--- src/rtl/pressure_fmt_pkg.sv ---
// constants, field layouts and carrier types of the pressure response formatter
// assumes one 100 MHz clock, a command parser ahead and a uart byte sink behind
// How it works
// - error status sent as four hex characters
// - error bits: uncomp, faults one-seven, limited eight
// - error bits nine to fifteen stay zero
// - out of range: clamp output, set bit eight
// - bits one to seven only from compensation faults
// - addressed command, serial mismatch: send nothing
// - serial number is twelve character traceability string
// - range: low, to, high, units, mode letter
// - temperature: low, space, high, space, C
// - echo, equals, hex out, space, hex errors, return
// - output word is 16-bit two's complement
// - standard or high resolution selects digital span
// - over/under pressure: one count beyond span
// - any non-limit error forces output to 8000
// - every response ends in carriage return
package pressure_fmt_pkg;
   // register byte offsets
   localparam logic [11:0] OFS_CTRL = 12'h000;
   localparam logic [11:0] OFS_SPAN_A = 12'h004;
   localparam logic [11:0] OFS_SPAN_B = 12'h008;
   localparam logic [11:0] OFS_STATUS = 12'h00C;
   localparam logic [11:0] OFS_LAST_OUT = 12'h010;
   localparam logic [3:0] TEXT_PAGE = 4'h1; // text window 0x100..0x1fc, one char a word
   // control fields and reset values
   localparam int CTRL_HIRES_BIT = 0;
   localparam int CTRL_LETTER_LSB = 8;
   localparam logic [31:0] CTRL_RESET = 32'h0000_4100; // letter 'A', standard resolution
   localparam logic [31:0] SPAN_A_RESET = 32'h0FFF_0000; // high limit in [31:16]
   localparam logic [31:0] SPAN_B_RESET = 32'h3FFF_0000;
   localparam int STATUS_BUSY_BIT = 16;
   // error word layout
   localparam int ERR_LIMITED_BIT = 8;
   localparam int ERR_FAULT_W = 8;
   localparam logic [15:0] FORCED_OUT = 16'h8000;
   // text memory fields: base and maximum length, a zero byte ends a field early
   localparam logic [5:0] FLD_PLO_BASE = 6'h00;
   localparam logic [5:0] FLD_PHI_BASE = 6'h08;
   localparam logic [5:0] FLD_UNIT_BASE = 6'h10;
   localparam logic [5:0] FLD_TLO_BASE = 6'h18;
   localparam logic [5:0] FLD_THI_BASE = 6'h1C;
   localparam logic [5:0] FLD_SN_BASE = 6'h20;
   localparam logic [3:0] FLD_LIMIT_LEN = 4'h8;
   localparam logic [3:0] FLD_TEMP_LEN = 4'h4;
   localparam logic [3:0] FLD_SN_LEN = 4'hC;
   // ascii characters
   localparam logic [7:0] CH_CR = 8'h0D;
   localparam logic [7:0] CH_SP = 8'h20;
   localparam logic [7:0] CH_EQ = 8'h3D;
   localparam logic [7:0] CH_U = 8'h55;
   localparam logic [7:0] CH_T = 8'h74;
   localparam logic [7:0] CH_O = 8'h6F;
   localparam logic [7:0] CH_C = 8'h43;
   // axi responses
   localparam logic [1:0] RESP_OKAY = 2'b00;
   localparam logic [1:0] RESP_SLVERR = 2'b10;
   // command kinds from the parser
   typedef enum logic [1:0] {K_PRESS, K_RANGE, K_TEMP, K_SERIAL} cmd_kind_e;
   typedef struct packed {
      cmd_kind_e kind;
      logic addressed; // command carried a serial number
      logic sn_match; // that serial equals our own
      logic [7:0] echo0; // two-letter command echo
      logic [7:0] echo1;
   } cmd_s;
   // compensation result
   typedef struct packed {
      logic signed [15:0] value;
      logic [7:0] fault; // bit 0 uncompensated, bits 1..7 arithmetic faults
      logic over;
      logic under;
   } comp_s;
   typedef enum logic [2:0] {OP_LIT, OP_FLD, OP_HEX_OUT, OP_HEX_ERR, OP_DONE} op_kind_e;
   typedef struct packed {
      op_kind_e kind;
      logic [7:0] lit;
      logic [5:0] base;
      logic [3:0] len;
   } op_s;
endpackage

--- src/rtl/text_mem.sv ---
// small character store: one write port, one registered read port
// assumes writer and reader share aclk
`timescale 1ns/1ps
module text_mem #(
   parameter int DEPTH = 64,
   parameter int WIDTH = 8,
   parameter int AW = 6
) (
   input wire logic aclk,
   input wire logic aresetn,
   input wire logic wr_en,
   input wire logic [AW-1:0] wr_addr,
   input wire logic [WIDTH-1:0] wr_data,
   input wire logic [AW-1:0] rd_addr,
   output logic [WIDTH-1:0] rd_data
);
   logic [WIDTH-1:0] mem [DEPTH]; // contents undefined until software loads them

   // write port, no reset on the array
   always_ff @(posedge aclk) begin
      if (wr_en) begin
         mem[wr_addr] <= wr_data;
      end
   end

   // read data always leaves through a flop
   always_ff @(posedge aclk) begin
      if (!aresetn) begin
         rd_data <= '0;
      end else begin
         rd_data <= mem[rd_addr];
      end
   end
endmodule // text_mem

--- src/rtl/hex_ascii.sv ---
// one nibble to one uppercase ascii hex character
// purely combinational, caller registers the result
`timescale 1ns/1ps
module hex_ascii (
   input wire logic [3:0] nibble,
   output logic [7:0] ascii
);
   // letters start at 'A' = 0x41, so ten maps to 0x37 + 10
   always_comb begin
      if (nibble < 4'hA) begin
         ascii = 8'h30 + {4'h0, nibble};
      end else begin
         ascii = 8'h37 + {4'h0, nibble};
      end
   end
endmodule // hex_ascii

--- src/rtl/pressure_response_formatter.sv ---
// response builder of the serial command interface plus its axi4-lite registers
// assumes parser hands one command at a time; uart sink takes bytes by valid/ready
`timescale 1ns/1ps
module pressure_response_formatter
   import pressure_fmt_pkg::*;
(
   input wire logic aclk,
   input wire logic aresetn,
   // axi4-lite slave
   input wire logic [11:0] awaddr,
   input wire logic awvalid,
   output logic awready,
   input wire logic [31:0] wdata,
   input wire logic [3:0] wstrb,
   input wire logic wvalid,
   output logic wready,
   output logic [1:0] bresp,
   output logic bvalid,
   input wire logic bready,
   input wire logic [11:0] araddr,
   input wire logic arvalid,
   output logic arready,
   output logic [31:0] rdata,
   output logic [1:0] rresp,
   output logic rvalid,
   input wire logic rready,
   // command from the parser
   input wire cmd_s cmd,
   input wire logic cmd_valid,
   output logic cmd_ready,
   // compensation result, same clock
   input wire comp_s comp,
   // byte stream to the uart
   output logic [7:0] tx_byte,
   output logic tx_valid,
   input wire logic tx_ready
);
   typedef enum {S_IDLE, S_OP, S_MEMWAIT, S_SEND} fmt_state_e;

   // byte-lane merge of a write into a register
   function automatic logic [31:0] merge(input logic [31:0] old, input logic [31:0] d,
                                         input logic [3:0] strb);
      logic [31:0] r;
      r = old;
      for (int i = 0; i < 4; i++) begin
         if (strb[i]) begin
            r[i*8 +: 8] = d[i*8 +: 8];
         end
      end
      return r;
   endfunction

   // registers seen by software
   logic [31:0] ctrl, next_ctrl; // hi-res bit and range mode letter
   logic [31:0] span_a, next_span_a; // standard resolution span
   logic [31:0] span_b, next_span_b; // high resolution span
   // axi write side
   logic aw_held, next_aw_held;
   logic [11:0] aw_addr_q, next_aw_addr_q;
   logic w_held, next_w_held;
   logic [31:0] w_data_q, next_w_data_q;
   logic [3:0] w_strb_q, next_w_strb_q;
   logic next_bvalid;
   logic [1:0] next_bresp;
   // axi read side
   logic next_rvalid;
   logic [31:0] next_rdata;
   logic [1:0] next_rresp;
   // text memory write port, driven straight from the write decode
   logic text_we;
   logic [5:0] text_waddr;
   logic [7:0] text_wdata;
   // formatter state
   fmt_state_e st, next_st;
   cmd_s cur, next_cur; // command being answered
   logic [4:0] step, next_step; // position in the response program
   logic [3:0] idx, next_idx; // char within a field or nibble within a word
   logic [15:0] out_q, next_out_q; // captured pressure output
   logic [15:0] err_q, next_err_q; // captured error word
   logic [7:0] next_tx_byte;
   logic next_tx_valid;
   logic [5:0] rd_addr, next_rd_addr;
   logic [7:0] rd_char; // text memory read data, one cycle after next_rd_addr, so in the same cycle as rd_addr
   logic [7:0] hex_char; // ascii of the selected nibble
   logic [3:0] nib;
   op_s op; // current program step
   // pressure path
   logic signed [15:0] span_lo, span_hi;
   logic p_over, p_under;
   logic [15:0] calc_out, calc_err;

   assign awready = !aw_held && !bvalid;
   assign wready = !w_held && !bvalid;
   assign arready = !rvalid;
   assign cmd_ready = (st == S_IDLE);

   // register write path and answer; address and data may come in either order
   always_comb begin
      next_aw_held = aw_held;
      next_aw_addr_q = aw_addr_q;
      next_w_held = w_held;
      next_w_data_q = w_data_q;
      next_w_strb_q = w_strb_q;
      next_bvalid = bvalid;
      next_bresp = bresp;
      next_ctrl = ctrl;
      next_span_a = span_a;
      next_span_b = span_b;
      text_we = 1'b0;
      text_waddr = aw_addr_q[7:2];
      text_wdata = w_data_q[7:0];
      if (awvalid && awready) begin
         next_aw_held = 1'b1;
         next_aw_addr_q = awaddr;
      end
      if (wvalid && wready) begin
         next_w_held = 1'b1;
         next_w_data_q = wdata;
         next_w_strb_q = wstrb;
      end
      if (aw_held && w_held) begin
         // both halves in hand: commit and answer next cycle
         next_aw_held = 1'b0;
         next_w_held = 1'b0;
         next_bvalid = 1'b1;
         next_bresp = RESP_OKAY;
         if (aw_addr_q == OFS_CTRL) begin
            next_ctrl = merge(ctrl, w_data_q, w_strb_q);
         end else if (aw_addr_q == OFS_SPAN_A) begin
            next_span_a = merge(span_a, w_data_q, w_strb_q);
         end else if (aw_addr_q == OFS_SPAN_B) begin
            next_span_b = merge(span_b, w_data_q, w_strb_q);
         end else if (aw_addr_q[11:8] == TEXT_PAGE) begin
            text_we = w_strb_q[0]; // only the low lane holds a character
         end else if (aw_addr_q == OFS_STATUS || aw_addr_q == OFS_LAST_OUT) begin
            next_bresp = RESP_OKAY; // read-only, write ignored
         end else begin
            next_bresp = RESP_SLVERR;
         end
      end
      if (bvalid && bready) begin
         next_bvalid = 1'b0;
      end
   end

   // register read path; the text window reads back zero to keep one read port
   always_comb begin
      next_rvalid = rvalid;
      next_rdata = rdata;
      next_rresp = rresp;
      if (arvalid && arready) begin
         next_rvalid = 1'b1;
         next_rresp = RESP_OKAY;
         next_rdata = 32'h0000_0000;
         if (araddr == OFS_CTRL) begin
            next_rdata = ctrl;
         end else if (araddr == OFS_SPAN_A) begin
            next_rdata = span_a;
         end else if (araddr == OFS_SPAN_B) begin
            next_rdata = span_b;
         end else if (araddr == OFS_STATUS) begin
            next_rdata = {15'h0000, (st != S_IDLE), err_q};
         end else if (araddr == OFS_LAST_OUT) begin
            next_rdata = {16'h0000, out_q};
         end else if (araddr[11:8] != TEXT_PAGE) begin
            next_rresp = RESP_SLVERR;
         end
      end else if (rvalid && rready) begin
         next_rvalid = 1'b0;
      end
   end

   // bus registers
   always_ff @(posedge aclk) begin
      if (!aresetn) begin
         aw_held <= 1'b0;
         aw_addr_q <= 12'h000;
         w_held <= 1'b0;
         w_data_q <= 32'h0000_0000;
         w_strb_q <= 4'h0;
         bvalid <= 1'b0;
         bresp <= RESP_OKAY;
         rvalid <= 1'b0;
         rdata <= 32'h0000_0000;
         rresp <= RESP_OKAY;
         ctrl <= CTRL_RESET;
         span_a <= SPAN_A_RESET;
         span_b <= SPAN_B_RESET;
      end else begin
         aw_held <= next_aw_held;
         aw_addr_q <= next_aw_addr_q;
         w_held <= next_w_held;
         w_data_q <= next_w_data_q;
         w_strb_q <= next_w_strb_q;
         bvalid <= next_bvalid;
         bresp <= next_bresp;
         rvalid <= next_rvalid;
         rdata <= next_rdata;
         rresp <= next_rresp;
         ctrl <= next_ctrl;
         span_a <= next_span_a;
         span_b <= next_span_b;
      end
   end

   // pressure word and error word, from the live compensation result
   always_comb begin
      // span follows the resolution mode
      if (ctrl[CTRL_HIRES_BIT]) begin
         span_lo = signed'(span_b[15:0]);
         span_hi = signed'(span_b[31:16]);
      end else begin
         span_lo = signed'(span_a[15:0]);
         span_hi = signed'(span_a[31:16]);
      end
      // a value past the span counts as out of range even without the flag
      p_over = comp.over || (comp.value > span_hi);
      p_under = !p_over && (comp.under || (comp.value < span_lo));
      // bits 9..15 reserved and zero, 0..7 straight from the compensation
      calc_err = {7'h00, (p_over || p_under), comp.fault};
      if (comp.fault != 8'h00) begin
         calc_out = FORCED_OUT;
      end else if (p_over) begin
         calc_out = 16'(span_hi + 16'sd1);
      end else if (p_under) begin
         calc_out = 16'(span_lo - 16'sd1);
      end else begin
         calc_out = comp.value;
      end
   end

   // response program: prefix for addressed commands, then body per kind
   always_comb begin
      logic [4:0] s;
      s = step;
      op = '{kind: OP_DONE, lit: CH_CR, base: 6'h00, len: 4'h0};
      if (cur.addressed) begin
         // echo the address first: U, serial, space
         if (step == 5'd0) begin
            op.kind = OP_LIT;
            op.lit = CH_U;
         end else if (step == 5'd1) begin
            op = '{kind: OP_FLD, lit: CH_SP, base: FLD_SN_BASE, len: FLD_SN_LEN};
         end else if (step == 5'd2) begin
            op.kind = OP_LIT;
            op.lit = CH_SP;
         end
         s = step - 5'd3;
      end
      if (!cur.addressed || step > 5'd2) begin
         op.kind = OP_LIT;
         unique case (s)
            5'd0: op.lit = cur.echo0;
            5'd1: op.lit = cur.echo1;
            5'd2: op.lit = CH_EQ;
            default: op.kind = OP_LIT;
         endcase
         if (s > 5'd2) begin
            unique case (cur.kind)
               K_PRESS: begin
                  unique case (s)
                     5'd3: op.kind = OP_HEX_OUT;
                     5'd4: op.lit = CH_SP;
                     5'd5: op.kind = OP_HEX_ERR;
                     5'd6: op.lit = CH_CR;
                     default: op.kind = OP_DONE;
                  endcase
               end
               K_RANGE: begin
                  unique case (s)
                     5'd3: op = '{kind: OP_FLD, lit: CH_SP, base: FLD_PLO_BASE,
                                  len: FLD_LIMIT_LEN};
                     5'd4, 5'd7, 5'd9: op.lit = CH_SP;
                     5'd5: op.lit = CH_T;
                     5'd6: op.lit = CH_O;
                     5'd8: op = '{kind: OP_FLD, lit: CH_SP, base: FLD_PHI_BASE,
                                  len: FLD_LIMIT_LEN};
                     5'd10: op = '{kind: OP_FLD, lit: CH_SP, base: FLD_UNIT_BASE,
                                   len: FLD_LIMIT_LEN};
                     5'd11: op.lit = ctrl[CTRL_LETTER_LSB +: 8];
                     5'd12: op.lit = CH_CR;
                     default: op.kind = OP_DONE;
                  endcase
               end
               K_TEMP: begin
                  unique case (s)
                     5'd3: op = '{kind: OP_FLD, lit: CH_SP, base: FLD_TLO_BASE,
                                  len: FLD_TEMP_LEN};
                     5'd4, 5'd6: op.lit = CH_SP;
                     5'd5: op = '{kind: OP_FLD, lit: CH_SP, base: FLD_THI_BASE,
                                  len: FLD_TEMP_LEN};
                     5'd7: op.lit = CH_C;
                     5'd8: op.lit = CH_CR;
                     default: op.kind = OP_DONE;
                  endcase
               end
               K_SERIAL: begin
                  unique case (s)
                     5'd3: op = '{kind: OP_FLD, lit: CH_SP, base: FLD_SN_BASE,
                                  len: FLD_SN_LEN};
                     5'd4: op.lit = CH_CR;
                     default: op.kind = OP_DONE;
                  endcase
               end
            endcase
         end
      end
   end

   // most significant nibble goes first
   assign nib = (op.kind == OP_HEX_ERR) ? err_q[4'(4'd12 - {idx[1:0], 2'b00}) +: 4]
                                         : out_q[4'(4'd12 - {idx[1:0], 2'b00}) +: 4];

   // formatter sequencer: one byte per pass through S_SEND, fields walked through the text memory
   always_comb begin
      next_st = st;
      next_cur = cur;
      next_step = step;
      next_idx = idx;
      next_out_q = out_q;
      next_err_q = err_q;
      next_tx_byte = tx_byte;
      next_tx_valid = tx_valid;
      next_rd_addr = rd_addr;
      unique case (st)
         S_IDLE: begin
            if (cmd_valid) begin
               // serial mismatch: swallow the command, keep the line quiet
               if (!(cmd.addressed && !cmd.sn_match)) begin
                  next_st = S_OP;
                  next_cur = cmd;
                  next_step = 5'd0;
                  next_idx = 4'h0;
                  if (cmd.kind == K_PRESS) begin
                     next_out_q = calc_out;
                     next_err_q = calc_err;
                  end
               end
            end
         end
         S_OP: begin
            unique case (op.kind)
               OP_DONE: next_st = S_IDLE;
               OP_LIT: begin
                  next_tx_byte = op.lit;
                  next_tx_valid = 1'b1;
                  next_st = S_SEND;
               end
               OP_FLD: begin
                  if (idx == op.len) begin
                     next_step = step + 5'd1;
                     next_idx = 4'h0;
                  end else begin
                     next_rd_addr = op.base + {2'b00, idx};
                     next_st = S_MEMWAIT;
                  end
               end
               OP_HEX_OUT, OP_HEX_ERR: begin
                  next_tx_byte = hex_char;
                  next_tx_valid = 1'b1;
                  next_st = S_SEND;
               end
            endcase
         end
         S_MEMWAIT: begin
            // zero byte marks a short field
            if (rd_char == 8'h00) begin
               next_step = step + 5'd1;
               next_idx = 4'h0;
               next_st = S_OP;
            end else begin
               next_tx_byte = rd_char;
               next_tx_valid = 1'b1;
               next_st = S_SEND;
            end
         end
         S_SEND: begin
            if (tx_ready) begin
               next_tx_valid = 1'b0;
               next_st = S_OP;
               if (op.kind == OP_FLD) begin
                  next_idx = idx + 4'h1;
               end else if ((op.kind == OP_HEX_OUT || op.kind == OP_HEX_ERR) &&
                            idx != 4'h3) begin
                  next_idx = idx + 4'h1;
               end else begin
                  next_idx = 4'h0;
                  next_step = step + 5'd1;
               end
            end
         end
      endcase
   end

   // formatter registers
   always_ff @(posedge aclk) begin
      if (!aresetn) begin
         st <= S_IDLE;
         cur <= '0;
         step <= 5'd0;
         idx <= 4'h0;
         out_q <= 16'h0000;
         err_q <= 16'h0000;
         tx_byte <= 8'h00;
         tx_valid <= 1'b0;
         rd_addr <= 6'h00;
      end else begin
         st <= next_st;
         cur <= next_cur;
         step <= next_step;
         idx <= next_idx;
         out_q <= next_out_q;
         err_q <= next_err_q;
         tx_byte <= next_tx_byte;
         tx_valid <= next_tx_valid;
         rd_addr <= next_rd_addr;
      end
   end

   // character store for limits, units and serial number
   text_mem #(.DEPTH(64), .WIDTH(8), .AW(6)) u_text (
      .aclk(aclk),
      .aresetn(aresetn),
      .wr_en(text_we),
      .wr_addr(text_waddr),
      .wr_data(text_wdata),
      .rd_addr(next_rd_addr),
      .rd_data(rd_char)
   );

   // nibble to ascii
   hex_ascii u_hex (
      .nibble(nib),
      .ascii(hex_char)
   );
endmodule // pressure_response_formatter

--- config.mk ---
export PLATFORM = sky130hd
export DESIGN_NAME = pressure_response_formatter
export DESIGN_NICKNAME = d
export VERILOG_FILES = /design/src/rtl/pressure_fmt_pkg.sv /design/src/rtl/text_mem.sv /design/src/rtl/hex_ascii.sv /design/src/rtl/pressure_response_formatter.sv
export SDC_FILE = /design/constraint.sdc
export NUM_CORES = 1
export LEC_CHECK = 0
export BUFFER_PORTS_ARGS = -buffer_cell sky130_fd_sc_hd__clkbuf_2
export CAP_MARGIN = 40
export CORE_ASPECT_RATIO = 0.9
export CORE_MARGIN = 2
export CORE_UTILIZATION = 60
export DETAILED_ROUTE_END_ITERATION = 10
export MAX_ROUTING_LAYER = met4
export PLACE_DENSITY = 0.78
export SETUP_SLACK_MARGIN = 0.2
export SYNTH_ARGS = -nofsm -noshare
export SYNTH_HDL_FRONTEND = slang
export SYNTH_SLANG_ARGS = --single-unit
export TNS_END_PERCENT = 30
--- constraint.sdc ---
create_clock -name aclk -period 13.49 [get_ports aclk]
set_input_delay 0.6745 -clock aclk [delete_from_list [all_inputs] [get_ports aclk]]
set_output_delay 0.6745 -clock aclk [all_outputs]
set_load 0.02 [all_outputs]
==> flow_metrics.env <==
export IMPL_outcome="completed"
export IMPL_synthTopCellsByCount="edfxtp_1, nand2_1, mux2i_1, dfxtp_1, nor2_1"
export IMPL_powerDensity_nw_per_um2=139
export IMPL_avgSynthCellArea_sq_um=11.4
export IMPL_track_usage_pct=32.6
export IMPL_port_buffers=163
export IMPL_startpoint_type="flip-flop"
export IMPL_required_ps=14060
export IMPL_globalplace_congestion=0.983
export IMPL_synth_most_common_cell="edfxtp_1"
export IMPL_detail_route_iter0_violations=3286
export IMPL_reg2reg_from="step[0]$_SDFFE_PN0P_"
export IMPL_crit_path_end_kind="flip-flop"
export IMPL_netlist_instances=3042
export IMPL_worst_slew_pin_slew_ps=982
export IMPL_period_minus_slack_ps=6450
export IMPL_drv_slew=0
export IMPL_cpMaxStageDelayCell="dfxtp_1"
export IMPL_async_flop_share_pct=0
export IMPL_multiInputGateArea_sq_um=13200
export IMPL_cpPeakStageDelay_ps=670
export IMPL_final_setup_viol_count=0
export IMPL_synth_top_area_share_pct=44.3
export IMPL_crit_path_start="step[0]$_SDFFE_PN0P_"
export IMPL_grt_max_degree=91
export IMPL_leakagePower_nw=14.9
export IMPL_cts_hold_buf=0
export IMPL_dr_pass1_iters=5
export IMPL_power_frac_seq_pct=48.1
export IMPL_vdd_drop_max_mv=0.0988
export IMPL_netlist_area_sq_um=34700
export IMPL_cts_buffers=77
export IMPL_dieArea_sq_um=59800
export IMPL_io_pins=166
export IMPL_synth_flop_cell="edfxtp_1"
export IMPL_nNetsFinal=3323
export IMPL_path_clk_slew_ps=60
export IMPL_min_from="rready"
export IMPL_die_x_microns=257
export IMPL_cts_tree="yes"
export IMPL_vias_per_cell=6.41
export IMPL_synth_cell_types=90
export IMPL_fp_row_count=83
export IMPL_power_frac_clock_pct=40.2
export IMPL_syn2layout_area_growth_pct=11.8
export IMPL_cts_root_buf="clkbuf_16"
export IMPL_drive_gt1_share_pct=12.8
export IMPL_vias=25600
export IMPL_r2r_slack_ps=7040
export IMPL_grt_pass1_vias=24500
export IMPL_grt_overflow=0
export IMPL_setup_tns_final_ps=0
export IMPL_whs_ps=244
export IMPL_fill_cells=4097
export IMPL_grt_first_pass_wirelength_mm=145
export IMPL_p_comb_share_pct=11.7
export IMPL_rsz0062_at_grt="no"
export IMPL_arrival_ps=7030
export IMPL_synth_seq_cells=772
export IMPL_die_h_microns=232
export IMPL_synth_area_top_cells="edfxtp_1, dfxtp_1, mux2i_1, nand2_1, a21oi_1"
export IMPL_path_cells="ha_1, nor2b_4, mux2i_2, nor4_2, o31a_4, or3_1, nand4_1, o21a_2, and2_4, buf_4, buf_16, buf_4, buf_16, nand2_1, nand3_1, a21oi_1, o21ai_0, a31o_1"
export IMPL_maxCapViolations=0
export IMPL_synth_warnings=0
export IMPL_fp_coreArea_sq_um=57100
export IMPL_yosysSeqAreaShare_pct=59.3
export IMPL_cts_sinks=772
export IMPL_synth_edf_count=512
export IMPL_stdcell_count=3989
export IMPL_cts_setup_buffers=0
export IMPL_fin_skew_ps=23.6
export IMPL_clock_fmax_mhz=155
export IMPL_drt_wl_total_mm=95.9
export IMPL_clk_path_buf_depth=3
export IMPL_ctsResizeCount=0
export IMPL_intPower_mw=4.02
export IMPL_antenna_found_initial=0
export IMPL_timing_slew_headroom_pct=32.7
export IMPL_switching_share_pct=25.4
export IMPL_final_setup_worst_slack_ps=7040
export IMPL_drcViolationCount=0
export IMPL_hold_class="input port to flip-flop"
export IMPL_synth_top_cell_by_area="edfxtp_1"
export IMPL_clock_latency_ps=640
export IMPL_hold_viol=0
export IMPL_crit_type="flip-flop to flip-flop"
export IMPL_cp_max_fo=82
export IMPL_p_sw_mw=1.37
export IMPL_ff_latch_area_sq_um=20600
export IMPL_period_share_pct=47.8
export IMPL_ant_nets=0
export IMPL_pre_cts_slack_ps=7090
export IMPL_post_place_cells=3845
export IMPL_wl_per_cell_microns=24.0
export IMPL_hpwlAfterDp_mm=63.9
export IMPL_initial_core_util_pct=60.7
export IMPL_cts_max_level=3
[layout by cell type, fill, tap and decap left out, types with 9 or more instances in the layout]
cell and count:
edfxtp_1 512, nand2_1 508, mux2i_1 324, dfxtp_1 251, nor2_1 245, a21oi_1 197, clkbuf_2 163, nand3_1 142
o21ai_0 82, clkbuf_16 79, a21boi_0 46, ha_1 46, buf_4 42, a211oi_1 38, a221oi_1 35, nor3_1 32
o21a_1 30, inv_1 26, xnor2_1 24, mux4_2 23, clkbuf_1 22, nor4_1 18, o221ai_1 18, nor2b_1 17
nand2b_1 15, a31oi_1 15, clkinv_2 13, xor2_1 12, and3_1 11, nand4_1 11, and2_1 10, o22ai_1 9
a221o_1 9, dfxtp_2 9
[layer usage]
| layer | track usage [%] | vias up | wire [microns] |
|---|---|---|---|
| met5 | - | - | 0 |
| met4 | 11.9 | 0 | 3930 |
| met3 | 7.04 | 292 | 9310 |
| met2 | 50.4 | 1438 | 44000 |
| met1 | 42.7 | 12400 | 38700 |
| li1 | - | 11400 | - |
[power groups by stage]
stage / clock network [mW] / logic, mW / registers (mW)
after CTS: 2.18 / 0.620 / 2.59
final: 2.17 / 0.630 / 2.59
after global routing: 2.27 / 0.676 / 2.59
after detailed placement: 0 / 0.616 / 2.64
after floorplan: 0 / 0.407 / 2.65
after global placement: 0 / 0.585 / 2.64
[cell families (layout without fill, tap and decap cells)]
family | Yosys count | count (layout) | share of synthesized area [%]
simple gates | 1059 | 1059 | 13.3
flops | 772 | 772 | 59.3
compound gates | 561 | 561 | 10.7
mux | 357 | 357 | 11.2
buf+inv | 207 | 387 | 2.71
fa+ha+maj | 47 | 47 | 1.72
xor+xnor | 38 | 38 | 1.05
other cells | 1 | 3 | 0.0108
[worst max-delay path: cells and delay by family (launching register included)]
family                   cells  cell delay, ps
multiplexers                 1             550
adder cells (fa/ha/maj)      1             490
flip-flops                   1             670
AO/OA/AOI/OAI                5            1800
buffers and inverters        4            1200
AND/OR/NAND/NOR              7            1540
[sequential cells by signal, indices dropped and copies added, names as in the netlist, 5 cells and up]
| register | count |
|---|---|
| aw_addr_q | 12 |
| rdata | 32 |
| span_b | 32 |
| out_q | 16 |
| step | 5 |
| tx_byte | 8 |
| err_q | 9 |
| u_text.mem | 512 |
| ctrl | 32 |
| w_data_q | 32 |
| u_text.rd_data | 8 |
| cur | 19 |
| rd_addr | 6 |
| span_a | 32 |
[through the flow]
stage / area (sq um) / utilization [%] / power [mW]
2_1_floorplan: 34700 / - / 3.06
3_3_place_gp: 35900 / 62.9 / 3.23
3_5_place_dp: 36200 / 63.4 / 3.26
4_1_cts: 38800 / 67.9 / 5.39
5_1_grt: 38800 / 67.9 / 5.54
6_report: 38800 / 67.9 / 5.39
[final timing paths]
kind	to	depth (start not counted)
worst min-delay path	rvalid$_SDFFE_PN0P_	2
worst max-delay path	u_text.rd_data[3]$_SDFF_PN0_	18
worst min register to register	err_q[7]$_SDFFE_PN0P_	2
worst max register to register	u_text.rd_data[3]$_SDFF_PN0_	18
[cell type report]
| type | instances | share of cell area [%] |
|---|---|---|
| Antenna cell | 1 | 0.00645 |
| Clock buffer | 109 | 5.58 |
| Clock inverter | 32 | 0.994 |
| Inverter | 29 | 0.294 |
| Multi-Input combinational cell | 2064 | 34.1 |
| Sequential cell | 772 | 53.1 |
| Tap cell | 765 | 2.47 |
| Timing Repair Buffer | 217 | 3.50 |
No activity file was read; power rests on OpenSTA's default activity.
